### src/inc/spm_pkg.sv
// Constants and types shared by the sector protection map logic
package spm_pkg;

	// ----------------------------------------------------------------
	// Clock and link framing
	// ----------------------------------------------------------------
	localparam int CLK_PERIOD_NS = 25;
	localparam int FIFO_DEPTH = 16;
	localparam logic [6:0] BIT_CNT_ZERO = 7'h00;
	localparam logic [6:0] BIT_CNT_ONE = 7'h01;
	localparam logic [6:0] BIT_CNT_MAX = 7'h7F;
	localparam logic [2:0] BIT_POS_LAST = 3'h7;
	localparam logic [2:0] BIT_POS_ZERO = 3'h0;
	localparam logic [6:0] READ_LEAD_BITS = 7'h20;
	localparam logic [6:0] READ_END_BITS = 7'h60;

	// ----------------------------------------------------------------
	// Command bytes
	// ----------------------------------------------------------------
	localparam logic [7:0] CMD_PREFIX0 = 8'h3D;
	localparam logic [7:0] CMD_PREFIX1 = 8'h2A;
	localparam logic [7:0] CMD_PREFIX2 = 8'h7F;
	localparam logic [7:0] CMD_ERASE_MAP = 8'hCF;
	localparam logic [7:0] CMD_PROG_MAP = 8'hFC;
	localparam logic [7:0] CMD_READ_MAP = 8'h32;
	localparam logic [2:0] HDR_BYTE0 = 3'h0;
	localparam logic [2:0] HDR_BYTE1 = 3'h1;
	localparam logic [2:0] HDR_BYTE2 = 3'h2;
	localparam logic [2:0] HDR_BYTE3 = 3'h3;
	localparam logic [2:0] HDR_STEP = 3'h1;

	// ----------------------------------------------------------------
	// Map layout and values
	// ----------------------------------------------------------------
	localparam int MAP_BYTES = 8;
	localparam logic [63:0] MAP_RESET = 64'h0000000000000000;
	localparam logic [7:0] MAP_ERASED = 8'hFF;
	localparam logic [7:0] SEL_ALL = 8'hFF;
	localparam logic [1:0] HALF_PROT = 2'b11;
	localparam int S0A_LSB = 6;
	localparam int S0B_LSB = 4;
	localparam logic [2:0] IDX_STEP = 3'h1;
	localparam logic [2:0] IDX_ZERO = 3'h0;
	localparam logic [15:0] TMR_ZERO = 16'h0000;
	localparam logic [15:0] TMR_STEP = 16'h0001;

	// ----------------------------------------------------------------
	// Types
	// ----------------------------------------------------------------
	typedef struct packed {
		logic [2:0] idx;
		logic [7:0] data;
	} spm_wr_t;

	typedef enum logic [3:0] {
		LK_HDR = 4'h1,
		LK_DATA = 4'h2,
		LK_READ = 4'h4,
		LK_SKIP = 4'h8
	} spm_link_t;

	typedef enum logic [2:0] {
		OP_IDLE = 3'h1,
		OP_ERASE = 3'h2,
		OP_PROG = 3'h4
	} spm_op_t;

endpackage : spm_pkg

### src/core/spm_map_core.sv
// Sector protection map: serial command decode, erase/program timing, readout
`timescale 1ns/1ps
`default_nettype none

// ------------------------------------------------------------------
// Notes on behaviour
// - Eight map bytes, byte N holds the protection choice of sector N.
// - Sectors 1 to 7: FFh selects protection, 00h leaves unselected.
// - Sector 0: bits 7:6 first half, bits 5:4 second half, 11 protects.
// - Program only clears bits, so the map must be erased first.
// - After reset every map byte reads 00h.
// - Erase is 3Dh 2Ah 7Fh CFh, started by chip select rising.
// - Busy is shown for the whole erase cycle.
// - Erase works regardless of protection and sets all bytes to FFh.
// - Program is 3Dh 2Ah 7Fh FCh plus eight data bytes, chip select starts it.
// - Busy is shown for the whole program cycle.
// - Bytes not sent before chip select rises are not guaranteed.
// - Data bytes past the eighth wrap to index 0.
// - Program works regardless of protection being enabled.
// - Program uses buffer 1, whose contents are overwritten.
// - Read is 32h and three dummy bytes, then bytes 0 to 7 go out.
// - Output after byte 7 is undefined.
// - Chip select rising ends the read and floats the output.
// - Write-protect low refuses map erase and program.
// ------------------------------------------------------------------

module spm_map_core #(
	parameter int MAP_ERASE_TIME_NS = 2000,
	parameter int MAP_PROGRAM_TIME_NS = 1000
) (
	input wire logic clk_sys,
	input wire logic reset,
	input wire logic sck,
	input wire logic cs_n,
	input wire logic si,
	input wire logic wp_n,
	output logic so_out,
	output logic so_oe,
	output logic map_busy,
	output logic [63:0] sector_protect_map,
	output logic [8:0] sector_sel
);
	// Longest times, so whole cycles round down, never below one
	localparam int ERASE_CYC = (MAP_ERASE_TIME_NS / spm_pkg::CLK_PERIOD_NS < 1) ? 1 :
		MAP_ERASE_TIME_NS / spm_pkg::CLK_PERIOD_NS;
	localparam int PROG_CYC = (MAP_PROGRAM_TIME_NS / spm_pkg::CLK_PERIOD_NS < 1) ? 1 :
		MAP_PROGRAM_TIME_NS / spm_pkg::CLK_PERIOD_NS;
	localparam int ERASE_LIM = ERASE_CYC + 2;
	localparam int PROG_LIM = PROG_CYC + 40;

	// ----------------------------------------------------------------
	// Functions
	// ----------------------------------------------------------------
	function automatic logic half_sel(input logic [1:0] f);
		half_sel = (f == spm_pkg::HALF_PROT);
	endfunction : half_sel

	function automatic logic byte_sel(input logic [7:0] b);
		byte_sel = (b == spm_pkg::SEL_ALL);
	endfunction : byte_sel

	// MSB of byte 0 first
	function automatic logic rd_bit(input logic [63:0] m, input logic [6:0] n);
		logic [6:0] k;
		k = n - spm_pkg::READ_LEAD_BITS;
		rd_bit = m[{k[5:3], ~k[2:0]}];
	endfunction : rd_bit

	// ----------------------------------------------------------------
	// Declarations
	// ----------------------------------------------------------------
	logic sck_s1_reg, sck_s2_reg, sck_d_reg;
	logic cs_s1_reg, cs_s2_reg, cs_d_reg;
	logic si_s1_reg, si_s2_reg;
	logic wp_s1_reg, wp_s2_reg;
	logic sck_rise, sck_fall, cs_act, cs_rise;
	logic [6:0] sh_reg;
	logic [6:0] bit_cnt_reg;
	logic [2:0] bit_pos_reg;
	logic byte_done;
	logic [7:0] byte_val;
	spm_pkg::spm_link_t lk_state_reg;
	logic [2:0] hdr_cnt_reg;
	logic pend_erase_reg, pend_prog_reg, clobber_reg;
	logic [2:0] data_idx_reg;
	spm_pkg::spm_wr_t push_word, pop_word;
	logic push_vld, fifo_in_ready, fifo_out_valid, fifo_out_ready;
	logic [7:0] buf1_reg [spm_pkg::MAP_BYTES];
	logic [63:0] buf_flat;
	spm_pkg::spm_op_t op_state_reg;
	logic [15:0] tmr_reg;
	logic map_busy_reg;
	logic [63:0] map_reg;
	logic start_ok;
	logic so_out_reg, so_oe_reg;
	logic [8:0] sect_sel_reg;

	// ----------------------------------------------------------------
	// Pin synchronisers
	// ----------------------------------------------------------------
	always_ff @(posedge clk_sys)
	begin
		if (reset)
		begin
			{sck_s1_reg, sck_s2_reg, sck_d_reg} <= 3'h0;
			{cs_s1_reg, cs_s2_reg, cs_d_reg} <= 3'h7;
			{si_s1_reg, si_s2_reg} <= 2'h0;
			{wp_s1_reg, wp_s2_reg} <= 2'h3;
		end
		else
		begin
			{sck_s1_reg, sck_s2_reg, sck_d_reg} <= {sck, sck_s1_reg, sck_s2_reg};
			{cs_s1_reg, cs_s2_reg, cs_d_reg} <= {cs_n, cs_s1_reg, cs_s2_reg};
			{si_s1_reg, si_s2_reg} <= {si, si_s1_reg};
			{wp_s1_reg, wp_s2_reg} <= {wp_n, wp_s1_reg};
		end
	end

	assign sck_rise = sck_s2_reg && !sck_d_reg;
	assign sck_fall = !sck_s2_reg && sck_d_reg;
	assign cs_act = !cs_s2_reg;
	assign cs_rise = cs_s2_reg && !cs_d_reg;

	// ----------------------------------------------------------------
	// Bit and byte assembly
	// ----------------------------------------------------------------
	always_ff @(posedge clk_sys)
	begin
		if (reset || !cs_act)
		begin
			sh_reg <= 7'h00;
			bit_cnt_reg <= spm_pkg::BIT_CNT_ZERO;
			bit_pos_reg <= spm_pkg::BIT_POS_ZERO;
		end
		else if (sck_rise)
		begin
			sh_reg <= {sh_reg[5:0], si_s2_reg};
			bit_pos_reg <= bit_pos_reg + 3'h1;
			// Saturates so a long read cannot wrap into byte 0 again
			if (bit_cnt_reg != spm_pkg::BIT_CNT_MAX)
			begin
				bit_cnt_reg <= bit_cnt_reg + spm_pkg::BIT_CNT_ONE;
			end
		end
	end

	assign byte_done = cs_act && sck_rise && (bit_pos_reg == spm_pkg::BIT_POS_LAST);
	assign byte_val = {sh_reg, si_s2_reg};

	// ----------------------------------------------------------------
	// Command decode
	// ----------------------------------------------------------------
	always_ff @(posedge clk_sys)
	begin
		if (reset || !cs_act)
		begin
			lk_state_reg <= spm_pkg::LK_HDR;
			hdr_cnt_reg <= spm_pkg::HDR_BYTE0;
			pend_erase_reg <= 1'b0;
			pend_prog_reg <= 1'b0;
			clobber_reg <= 1'b0;
		end
		else
		begin
			clobber_reg <= 1'b0;
			if (byte_done)
			begin
				case (lk_state_reg)
					spm_pkg::LK_HDR:
					begin
						hdr_cnt_reg <= hdr_cnt_reg + spm_pkg::HDR_STEP;
						// A trailing byte cancels a pending erase
						pend_erase_reg <= 1'b0;
						case (hdr_cnt_reg)
							spm_pkg::HDR_BYTE0:
							begin
								if (byte_val == spm_pkg::CMD_READ_MAP)
									lk_state_reg <= spm_pkg::LK_READ;
								else if (byte_val != spm_pkg::CMD_PREFIX0)
									lk_state_reg <= spm_pkg::LK_SKIP;
							end
							spm_pkg::HDR_BYTE1:
							begin
								if (byte_val != spm_pkg::CMD_PREFIX1)
									lk_state_reg <= spm_pkg::LK_SKIP;
							end
							spm_pkg::HDR_BYTE2:
							begin
								if (byte_val != spm_pkg::CMD_PREFIX2)
									lk_state_reg <= spm_pkg::LK_SKIP;
							end
							spm_pkg::HDR_BYTE3:
							begin
								if (byte_val == spm_pkg::CMD_ERASE_MAP)
									pend_erase_reg <= 1'b1;
								else if (byte_val == spm_pkg::CMD_PROG_MAP)
								begin
									lk_state_reg <= spm_pkg::LK_DATA;
									pend_prog_reg <= 1'b1;
									clobber_reg <= 1'b1;
								end
								else
									lk_state_reg <= spm_pkg::LK_SKIP;
							end
							default: lk_state_reg <= spm_pkg::LK_SKIP;
						endcase
					end
					default: ;
				endcase
			end
		end
	end

	// ----------------------------------------------------------------
	// Program data path through the FIFO into buffer 1
	// ----------------------------------------------------------------
	assign push_vld = byte_done && (lk_state_reg == spm_pkg::LK_DATA);
	assign push_word = '{idx: data_idx_reg, data: byte_val};
	// Drain stalls during an erase; a full FIFO drops the byte uncounted
	assign fifo_out_ready = (op_state_reg != spm_pkg::OP_ERASE);

	always_ff @(posedge clk_sys)
	begin
		if (reset || !cs_act)
			data_idx_reg <= spm_pkg::IDX_ZERO;
		else if (push_vld && fifo_in_ready)
			data_idx_reg <= data_idx_reg + spm_pkg::IDX_STEP;
	end

	spm_fifo #(
		.WIDTH($bits(spm_pkg::spm_wr_t)),
		.DEPTH(spm_pkg::FIFO_DEPTH)
	) u_fifo (
		.clk_sys(clk_sys),
		.reset(reset),
		.in_valid(push_vld),
		.in_ready(fifo_in_ready),
		.in_data(push_word),
		.out_valid(fifo_out_valid),
		.out_ready(fifo_out_ready),
		.out_data(pop_word)
	);

	// Unsent bytes stay FFh, so the bitwise program leaves them as they were
	always_ff @(posedge clk_sys)
	begin
		if (reset || clobber_reg)
		begin
			for (int i = 0; i < spm_pkg::MAP_BYTES; i++)
				buf1_reg[i] <= spm_pkg::MAP_ERASED;
		end
		else if (fifo_out_valid && fifo_out_ready)
			buf1_reg[pop_word.idx] <= pop_word.data;
	end

	always_comb
	begin
		for (int i = 0; i < spm_pkg::MAP_BYTES; i++)
			buf_flat[i*8 +: 8] = buf1_reg[i];
	end

	// ----------------------------------------------------------------
	// Self-timed erase and program
	// ----------------------------------------------------------------
	assign start_ok = cs_rise && (bit_pos_reg == spm_pkg::BIT_POS_ZERO) && wp_s2_reg;

	always_ff @(posedge clk_sys)
	begin
		if (reset)
		begin
			op_state_reg <= spm_pkg::OP_IDLE;
			tmr_reg <= spm_pkg::TMR_ZERO;
			map_busy_reg <= 1'b0;
			map_reg <= spm_pkg::MAP_RESET;
		end
		else
		begin
			case (op_state_reg)
				spm_pkg::OP_IDLE:
				begin
					if (start_ok && pend_erase_reg)
					begin
						op_state_reg <= spm_pkg::OP_ERASE;
						tmr_reg <= 16'(ERASE_CYC - 1);
						map_busy_reg <= 1'b1;
					end
					else if (start_ok && pend_prog_reg)
					begin
						op_state_reg <= spm_pkg::OP_PROG;
						tmr_reg <= 16'(PROG_CYC - 1);
						map_busy_reg <= 1'b1;
					end
				end
				spm_pkg::OP_ERASE:
				begin
					if (tmr_reg == spm_pkg::TMR_ZERO)
					begin
						map_reg <= {spm_pkg::MAP_BYTES{spm_pkg::MAP_ERASED}};
						op_state_reg <= spm_pkg::OP_IDLE;
						map_busy_reg <= 1'b0;
					end
					else
						tmr_reg <= tmr_reg - spm_pkg::TMR_STEP;
				end
				spm_pkg::OP_PROG:
				begin
					if (tmr_reg != spm_pkg::TMR_ZERO)
						tmr_reg <= tmr_reg - spm_pkg::TMR_STEP;
					else if (!fifo_out_valid)
					begin
						// Cells only go from 1 to 0, hence erase first
						map_reg <= map_reg & buf_flat;
						op_state_reg <= spm_pkg::OP_IDLE;
						map_busy_reg <= 1'b0;
					end
				end
				default: op_state_reg <= spm_pkg::OP_IDLE;
			endcase
		end
	end

	// ----------------------------------------------------------------
	// Map readout
	// ----------------------------------------------------------------
	always_ff @(posedge clk_sys)
	begin
		if (reset || !cs_act)
		begin
			so_out_reg <= 1'b0;
			so_oe_reg <= 1'b0;
		end
		else if (sck_fall && (lk_state_reg == spm_pkg::LK_READ) &&
			(bit_cnt_reg >= spm_pkg::READ_LEAD_BITS))
		begin
			so_oe_reg <= 1'b1;
			// Past byte 7 the line just shows zero
			if (bit_cnt_reg < spm_pkg::READ_END_BITS)
				so_out_reg <= rd_bit(map_reg, bit_cnt_reg);
			else
				so_out_reg <= 1'b0;
		end
	end

	// ----------------------------------------------------------------
	// Decoded sector selection
	// ----------------------------------------------------------------
	always_ff @(posedge clk_sys)
	begin
		if (reset)
			sect_sel_reg <= 9'h000;
		else
		begin
			sect_sel_reg[0] <= half_sel(map_reg[spm_pkg::S0A_LSB +: 2]);
			sect_sel_reg[1] <= half_sel(map_reg[spm_pkg::S0B_LSB +: 2]);
			for (int n = 1; n < spm_pkg::MAP_BYTES; n++)
				sect_sel_reg[n+1] <= byte_sel(map_reg[n*8 +: 8]);
		end
	end

	assign so_out = so_out_reg;
	assign so_oe = so_oe_reg;
	assign map_busy = map_busy_reg;
	assign sector_protect_map = map_reg;
	assign sector_sel = sect_sel_reg;
endmodule : spm_map_core

`default_nettype wire

### src/core/spm_fifo.sv
// Small synchronous FIFO with valid/ready on both sides
`timescale 1ns/1ps
`default_nettype none

module spm_fifo #(
	parameter int WIDTH = 11,
	parameter int DEPTH = 16
) (
	input wire logic clk_sys,
	input wire logic reset,
	input wire logic in_valid,
	output logic in_ready,
	input wire logic [WIDTH-1:0] in_data,
	output logic out_valid,
	input wire logic out_ready,
	output logic [WIDTH-1:0] out_data
);
	localparam int AW = $clog2(DEPTH);

	logic [WIDTH-1:0] mem_reg [DEPTH];
	logic [AW:0] wr_ptr_reg;
	logic [AW:0] rd_ptr_reg;
	logic full;
	logic empty;

	// Extra pointer bit tells full from empty
	assign empty = (wr_ptr_reg == rd_ptr_reg);
	assign full = (wr_ptr_reg[AW] != rd_ptr_reg[AW]) && (wr_ptr_reg[AW-1:0] == rd_ptr_reg[AW-1:0]);
	assign in_ready = !full;
	assign out_valid = !empty;
	assign out_data = mem_reg[rd_ptr_reg[AW-1:0]];

	always_ff @(posedge clk_sys)
	begin
		if (in_valid && !full)
		begin
			mem_reg[wr_ptr_reg[AW-1:0]] <= in_data;
		end
	end

	always_ff @(posedge clk_sys)
	begin
		if (reset)
		begin
			wr_ptr_reg <= '0;
			rd_ptr_reg <= '0;
		end
		else
		begin
			if (in_valid && !full)
			begin
				wr_ptr_reg <= wr_ptr_reg + (AW+1)'(1);
			end
			if (out_ready && !empty)
			begin
				rd_ptr_reg <= rd_ptr_reg + (AW+1)'(1);
			end
		end
	end

endmodule : spm_fifo

`default_nettype wire

### config.mk
export PLATFORM = sky130hd
export DESIGN_NAME = spm_map_core
export DESIGN_NICKNAME = d
export VERILOG_FILES = /design/src/inc/spm_pkg.sv /design/src/core/spm_map_core.sv /design/src/core/spm_fifo.sv
export SDC_FILE = /design/constraint.sdc
export NUM_CORES = 1
export LEC_CHECK = 0
export BUFFER_PORTS_ARGS = -buffer_cell sky130_fd_sc_hd__clkbuf_2
export CAP_MARGIN = 20
export CORE_ASPECT_RATIO = 1.25
export CORE_MARGIN = 4
export CORE_UTILIZATION = 40
export DETAILED_ROUTE_END_ITERATION = 10
export SLEW_MARGIN = 20
export SYNTH_ARGS = -nofsm -noshare
export SYNTH_HDL_FRONTEND = slang
export SYNTH_SLANG_ARGS = --single-unit
### constraint.sdc
create_clock -name clk_sys -period 3.5 [get_ports clk_sys]
set_input_delay 0 -clock clk_sys [delete_from_list [all_inputs] [get_ports clk_sys]]
set_output_delay 0 -clock clk_sys [all_outputs]
set_load 0.02 [all_outputs]
==> results of run 1 <==
[worst min-delay path, stage by stage]
cell	delay, ns
dlygate4sd3_1	0.52
clkbuf_2	0.09
or2_2	0.08
[metrics by stage]
stage               worst slack, ns  instances
floorplan                     0.264       1211
global placement              0.621       1759
detailed placement            0.557       1759
CTS                           0.538       1832
global route                  0.356       1832
finish                        0.510       1832
[layout make-up]
| type | count | share of cell area |
|---|---|---|
| clock buffer | 50 | 0.0567 |
| timing repair buffer | 137 | 0.0474 |
| inverter | 19 | 0.00390 |
| sequential | 389 | 0.557 |
| multi-input combinational | 723 | 0.291 |
| clock inverter | 16 | 0.00978 |
| tap | 498 | 0.0340 |
[metal layers]
layer,share of wire,vias up,global-route usage
met2,0.51,237,0.297
met3,0.036,63,0.0247
met4,0.031,0,0.0603
met1,0.42,5106,0.209
li1,-,4786,-
met5,0,-,0
[final timing paths]
check	end	startpoint	slack [ns]
min reg2reg	wp_s2_reg	wp_s1_reg	0.42
min	cs_s1_reg	cs_n	0.19
max	sector_protect_map[37]	tmr_reg[0]	0.51
max reg2reg	sector_protect_map[37]	tmr_reg[0]	0.51
[cell families (layout without fill, tap and decap cells)]
| logic type | count (synthesis) | in the layout | share of synthesized area |
|---|---|---|---|
| buffers and inverters | 99 | 222 | 0.0276 |
| muxes | 86 | 86 | 0.106 |
| DFF | 389 | 389 | 0.639 |
| and+or+nand+nor | 426 | 426 | 0.135 |
| xor gates and xnor gates | 20 | 20 | 0.0110 |
| adders and majority gates | 17 | 17 | 0.0133 |
| AOI/OAI and AO/OA | 174 | 174 | 0.0673 |
[power by group]
part	switching [uW]	internal (uW)
clock	1670	2380
sequential	18.4	4840
combinational	206	171
total	1890	7380
[cell usage in the layout, fill, tap and decap left out, types with 14 or more instances in the layout]
| cell type | synthesis | final |
|---|---|---|
| a21oi_1 | 24 | 24 |
| buf_4 | 2 | 47 |
| clkbuf_16 | 0 | 39 |
| clkbuf_2 | 0 | 81 |
| dfxtp_1 | 149 | 146 |
| edfxtp_1 | 240 | 240 |
| ha_1 | 17 | 17 |
| inv_1 | 19 | 17 |
| mux2i_1 | 15 | 15 |
| mux4_2 | 66 | 66 |
| nand2_1 | 153 | 153 |
| nand2b_1 | 17 | 17 |
| nand3_1 | 16 | 16 |
| nand4_1 | 14 | 14 |
| nor2_1 | 67 | 67 |
| nor4_1 | 69 | 69 |
| o21ai_0 | 61 | 61 |
| o21ai_1 | 23 | 23 |
==> summary.txt, run 1 <==
Run status
  – Run status: finished clean

STA
  – Unrepaired setup endpoints after global routing: no
  – Hold slack: 0.193 ns
  – Fin. Hold Viols: 0
  – Final setup viols: 0
  – Worst slew pin tran: between 0.9 and 1 ns
  – Fmax: 334 MHz
  – Slew HR: 0.358
  – Worst Skew: approximately 0.02 ns
  – Post-Route Setup TNS: 0 ns
  – Final period utilization: 0.854
  – Max-slew violation count: 0
  – Post-layout min period: around 3 ns

Floorplan
  – Die Ht: 231 um
  – Die Width: 187 um
  – Die ar.: 43100 sq um
  – Starting Density: 0.406
  – Num rows: 81
  – Number of I/O pins: 82
  – Core ar.: slightly below 40000 sq um

Power
  – Design Power: 9270 uW
  – Peak supply drop: 0.307 mV
  – Leakage: 0.00592 uW
  – Pwr/cell area: roughly 510 nW/um^2

Min path
  – Hold crit path type: input port to register
  – WHS Path Cells: 3

Yosys
  – Synth Cell Area: 15900 sq um
  – Part of the Yosys area used for sequential elements: 0.639
  – Post-synthesis cell type count: slightly below 70
  – Synthesized Nets: 1234
  – Mapped Cells: 1211
  – Top cells by area, synth: edfxtp_1 45%, dfxtp_1 19%, mux4_2 9.3%, nand2_1 3.6%, nor4_1 2.7%
  – Avg Cell Area, Syn: 13.2 sq um
  – Post-synth top area cell: edfxtp_1
  – Post-synth EDFFs: 240
  – Count leader, synth: edfxtp_1
  – Synth top area share: 0.452
  – Synth Register Bits: 389
  – Synth async-reset ratio: 0
  – Top_reg_cell synth: edfxtp_1
  – Top cells by count, synth: 240 x edfxtp_1, 153 x nand2_1, 149 x dfxtp_1, 69 x nor4_1, 67 x nor2_1
  – Yosys warning count: 0

GRT
  – GRT Total Usage: 0.167
  – First-pass GRT wire length: 57900 um
  – Vias in the first global route: 10159
  – GRT overflow: 0
  – Initial antenna violation count: 0
  – Pin count of the biggest net entering global routing: 70

Finish
  – Ant diodes: 0
  – Layout Utilization: 0.467
  – Final nets: 1331
  – # fillers: ~3500
  – Layout cell share with drive strength beyond 1: 0.211
  – Max FFs per register: 176
  – Area Overhead vs Synth: 14.8%
  – Final cell area excluding filler cells: roughly 18000 sq um
  – Register area: 10200 sq um
  – Area of the multi-input gates: 5330 sq um

Critical path
  – Register-to-Register Path Depth: 8
  – Worst Setup End Kind: register
  – Critical path's largest stage delay: 0.64 ns
  – Critical Path Source Type: register
  – CP arrival: 3.38 ns
  – Crit path max-delay cell type: or4_1
  – WP buf/inv: 2
  – Critical path type: register to register
  – Total number of cells along the worst setup path: 8
  – Crit-path leading delay family: simple AND/OR/NAND/NOR gates
  – Crit path max fanout: 66
  – Critical Path RT: 3.89 ns
  – CP cell instances: inv_1 -> ha_1 -> or3b_1 -> or4_1 -> or2_2 -> buf_4 -> nor4_1 -> o21ai_1

Detailed routing
  – Routed length per instance: between 15 and 20 um
  – DR vias: 10192
  – Final WL: 36600 um
  – Antenna-violating nets left: 0
  – Via/cell ratio: 5.56
  – DRC: 0
  – DR pass1 iterations: 5
  – DRT iter0 DRCs: about 800

Clock tree
  – H-tree depth: 2
  – Setup bufs post-CTS: 0
  – Root buf cell: clkbuf_16
  – Clk slew on worst S/H paths: 0.06 ns
  – Clk buf depth: 3
  – # hold bufs at CTS: 7
  – Worst-Skew Late Latency: approximately 0.54 ns
  – CTS tree: yes
  – Number of buffers created by CTS: 38
  – Clock sinks: 389
  – Cts repair resizes: 0

Place
  – DP HPWL: 24900 um
  – RePlAce Congestion: 0.829
  – Area after DPL: 17000 sq um
  – IO buf count: 81

Flow run
  – Max Cap Viol: 0
Note: power is estimated with default switching activity, not from simulation.
==> inputs of run 2 (changes only) <==
--- a/config.mk
+++ b/config.mk
@@ -5,12 +5,12 @@
 export SDC_FILE = /design/constraint.sdc
 export NUM_CORES = 1
 export LEC_CHECK = 0
-export BUFFER_PORTS_ARGS = -buffer_cell sky130_fd_sc_hd__clkbuf_2
 export CAP_MARGIN = 20
-export CORE_ASPECT_RATIO = 1.25
 export CORE_MARGIN = 4
 export CORE_UTILIZATION = 40
 export DETAILED_ROUTE_END_ITERATION = 10
+export DONT_BUFFER_PORTS = 1
+export REMOVE_ABC_BUFFERS = 1
 export SLEW_MARGIN = 20
 export SYNTH_ARGS = -nofsm -noshare
 export SYNTH_HDL_FRONTEND = slang
==> run 2 against run 1 <==
  * Sequential share of layout area rose by 0.49 points
  * Non-clock buffer count fell by 82
  * Critical endpoint is now sector_protect_map[60]
  * Critical path depth did not move
  * Core utilization fell by 0.15 points
  * Total power rose by 5.6%
  * Global-route usage rose by 0.64 points
  * Via count fell by 2.1%
==> summary.txt, run 2 (same netlist as run 1, synthesis figures left out) <==
GRT
  – Initial antenna violation count: 1 (+1)
  – GRT Total Usage: 0.174 (+0.00638)
  – Grt met1 use: 0.238 (+0.0289)
  – Met3 Use GR: 0.0316 (+0.00688)
  – Met2 usage in global routing: 0.285 (-0.0119)
  – Vias in the first global route: 9865 (-2.9%)
  – Pin count of the biggest net entering global routing: 70 (unchanged)
  – First-pass GRT wire length: 59700 um (+3.2%)
  – GRT overflow: 0 (unchanged)
  – Gr busiest metal: met2

Finish
  – Ant diodes: 0 (unchanged)
  – Register area: 10200 sq um (unchanged)
  – Final cell area excluding filler cells: 18100 sq um (-0.88%)
  – Area Overhead vs Synth: 13.8%
  – Most frequent cells in the layout: 240 x edfxtp_1, 153 x nand2_1, 146 x dfxtp_1
  – Max FFs per register: 176 (unchanged)
  – Final nets: 1253 (-5.9%)
  – Non-filler cells, final: 1782 (-2.7%)
  – Layout cell share with drive strength beyond 1: 0.171 (-0.0398)
  – # fillers: 3446 (-0.61%)
  – Area of the multi-input gates: 5330 sq um (about the same)
  – Commonest non-fill, non-tap cell in the layout: edfxtp_1

Clock tree
  – Clk buf depth: 3 (unchanged)
  – Clk slew on worst S/H paths: 0.06 ns (about the same)
  – Setup bufs post-CTS: 0 (unchanged)
  – Clock sinks: 389 (unchanged)
  – Root buf cell: clkbuf_16
  – Worst-Skew Late Latency: 0.53 ns (about the same)
  – H-tree depth: 2 (unchanged)
  – # hold bufs at CTS: 6 (-1)
  – Cts repair resizes: 0 (unchanged)
  – Number of buffers created by CTS: 42 (+11%)
  – CTS tree: yes

STA
  – Slew HR: 0.315 (-0.0424)
  – Worst slew pin tran: 1.03 ns (+0.0684 ns)
  – Max-slew violation count: 0 (unchanged)
  – Final period utilization: 0.859 (+0.00450)
  – Worst Skew: 0.0135 ns (-0.00648 ns)
  – Final setup viols: 0 (unchanged)
  – Fin. Hold Viols: 0 (unchanged)
  – Post-Route Setup TNS: 0 ns (unchanged)
  – Post-layout min period: 3.01 ns (+0.0158 ns)
  – Fmax: 333 MHz (-0.52%)
  – Unrepaired setup endpoints after global routing: no
  – Final setup margin: 0.494 ns (-0.0158 ns)

Power
  – Power share of the combinational group: 0.037 (-0.004)
  – Leakage: 0.00566 uW (-4.4%)
  – Register share of total power: 0.496 (-0.027)
  – Clock network power share: 0.467 (+0.031)
  – Peak supply drop: 0.321 mV (+4.6%)
  – Pint: 7800 uW (+5.6%)
  – Pwr/cell area: 540 nW/um^2 (+6.5%)
  – NetSw: 1990 uW (+5.3%)
  – Sw Ratio: 0.203 (-0.000532)

Critical path
  – Crit path max fanout: 66 (unchanged)
  – Critical path type: register to register
  – Critical Path RT: 3.88 ns (about the same)
  – Worst Setup End Kind: register
  – Critical Path Source Type: register
  – CP arrival: 3.38 ns (about the same)

Place
  – IO buf count: 0 (-100%)
  – DP Worst Slack: 0.533 ns (-0.0241 ns)
  – DP HPWL: 24100 um (-3.4%)
  – Cell Count Post-Placement: 1698 (-3.5%)
  – Area after DPL: 16600 sq um (-2.3%)
  – RePlAce Congestion: 0.796 (-4.0%)

Detailed routing
  – DR vias: 9974 (-2.1%)
  – DRT iter0 DRCs: 897 (+13%)
  – Via/cell ratio: 5.60 (+0.61%)
  – DRC: 0 (unchanged)
  – Final WL: 37900 um (+3.6%)
  – DR pass1 iterations: 5 (unchanged)
  – Routed length per instance: 21.2 um (+6.5%)
  – Antenna-violating nets left: 0 (unchanged)

Min path
  – Hold crit path type: input port to register

Floorplan
  – Die Width: 208 um (+11%)
  – Core ar.: 39000 sq um (-0.55%)
  – Starting Density: 0.409 (+0.00223)
  – Number of I/O pins: 82 (unchanged)
  – Num rows: 72 (-11%)
  – Die Ht: 208 um (-10%)
  – Die ar.: 43100 sq um (about the same)

Flow run
  – Max Cap Viol: 0 (unchanged)

Run status
  – Run status: finished clean
## run 2: cell types whose count changed in the layout (fill, tap and decap cells not counted), moves of 2 or more
| cell | delta |
|---|---|
| clkbuf_2 | -81 |
| clkbuf_16 | +7 |
| clkinv_2 | +6 |
| clkbuf_1 | -2 |
| dlygate4sd3_1 | -2 |
| clkinv_1 | -3 |
| clkinvlp_4 | +2 |
## run 2: stage by stage
stage          total power [uW]  hold slack, ns  utilization
2_1_floorplan              5200          0.0691            -
3_3_place_gp               5310          0.0751        0.426
3_5_place_dp               5310          0.0753        0.426
4_1_cts                    9890          0.0126        0.465
5_1_grt                   10100          0.0672        0.465
6_report                   9790          0.0378        0.465
## run 2: layer usage
| metal | vias up | share of wire |
|---|---|---|
| met1 | 4963 | 0.44 |
| met3 | 60 | 0.061 |
| li1 | 4629 | - |
| met2 | 322 | 0.48 |
| met4 | 0 | 0.025 |
| met5 | - | 0 |
## run 2: power by group through the flow
stage / combinational, uW / clock [uW] / sequential (uW)
floorplan: 218 / 0 / 4980
global placement: 353 / 0 / 4950
detailed placement: 357 / 0 / 4950
CTS: 370 / 4670 / 4850
global route: 395 / 4860 / 4850
finish: 366 / 4570 / 4850
## run 2: worst paths after layout
kind,from,end,slack [ns],depth (start not counted)
min reg2reg,cs_s1_reg,cs_s2_reg,0.40,1
min,reset,tmr_reg[5],0.04,3
max reg2reg,tmr_reg[0],sector_protect_map[60],0.49,8
max,tmr_reg[0],sector_protect_map[60],0.49,8
## run 2: final cells by class
type                            count  share of cell area
Sequential cell                   389               0.562
Multi-Input combinational cell    723               0.294
Clock buffer                       55              0.0664
Tap cell                          518              0.0357
Timing Repair Buffer               55              0.0248
Clock inverter                     23              0.0136
Inverter                           19             0.00393
## run 2: critical path: stages, from the launching register on
cell	delay [ns]
dfxtp_1	0.34
inv_1	0.07
ha_1	0.17
or3b_1	0.41
or4_1	0.64
or2_2	0.34
buf_4	0.34
nor4_1	0.36
o21ai_0	0.13
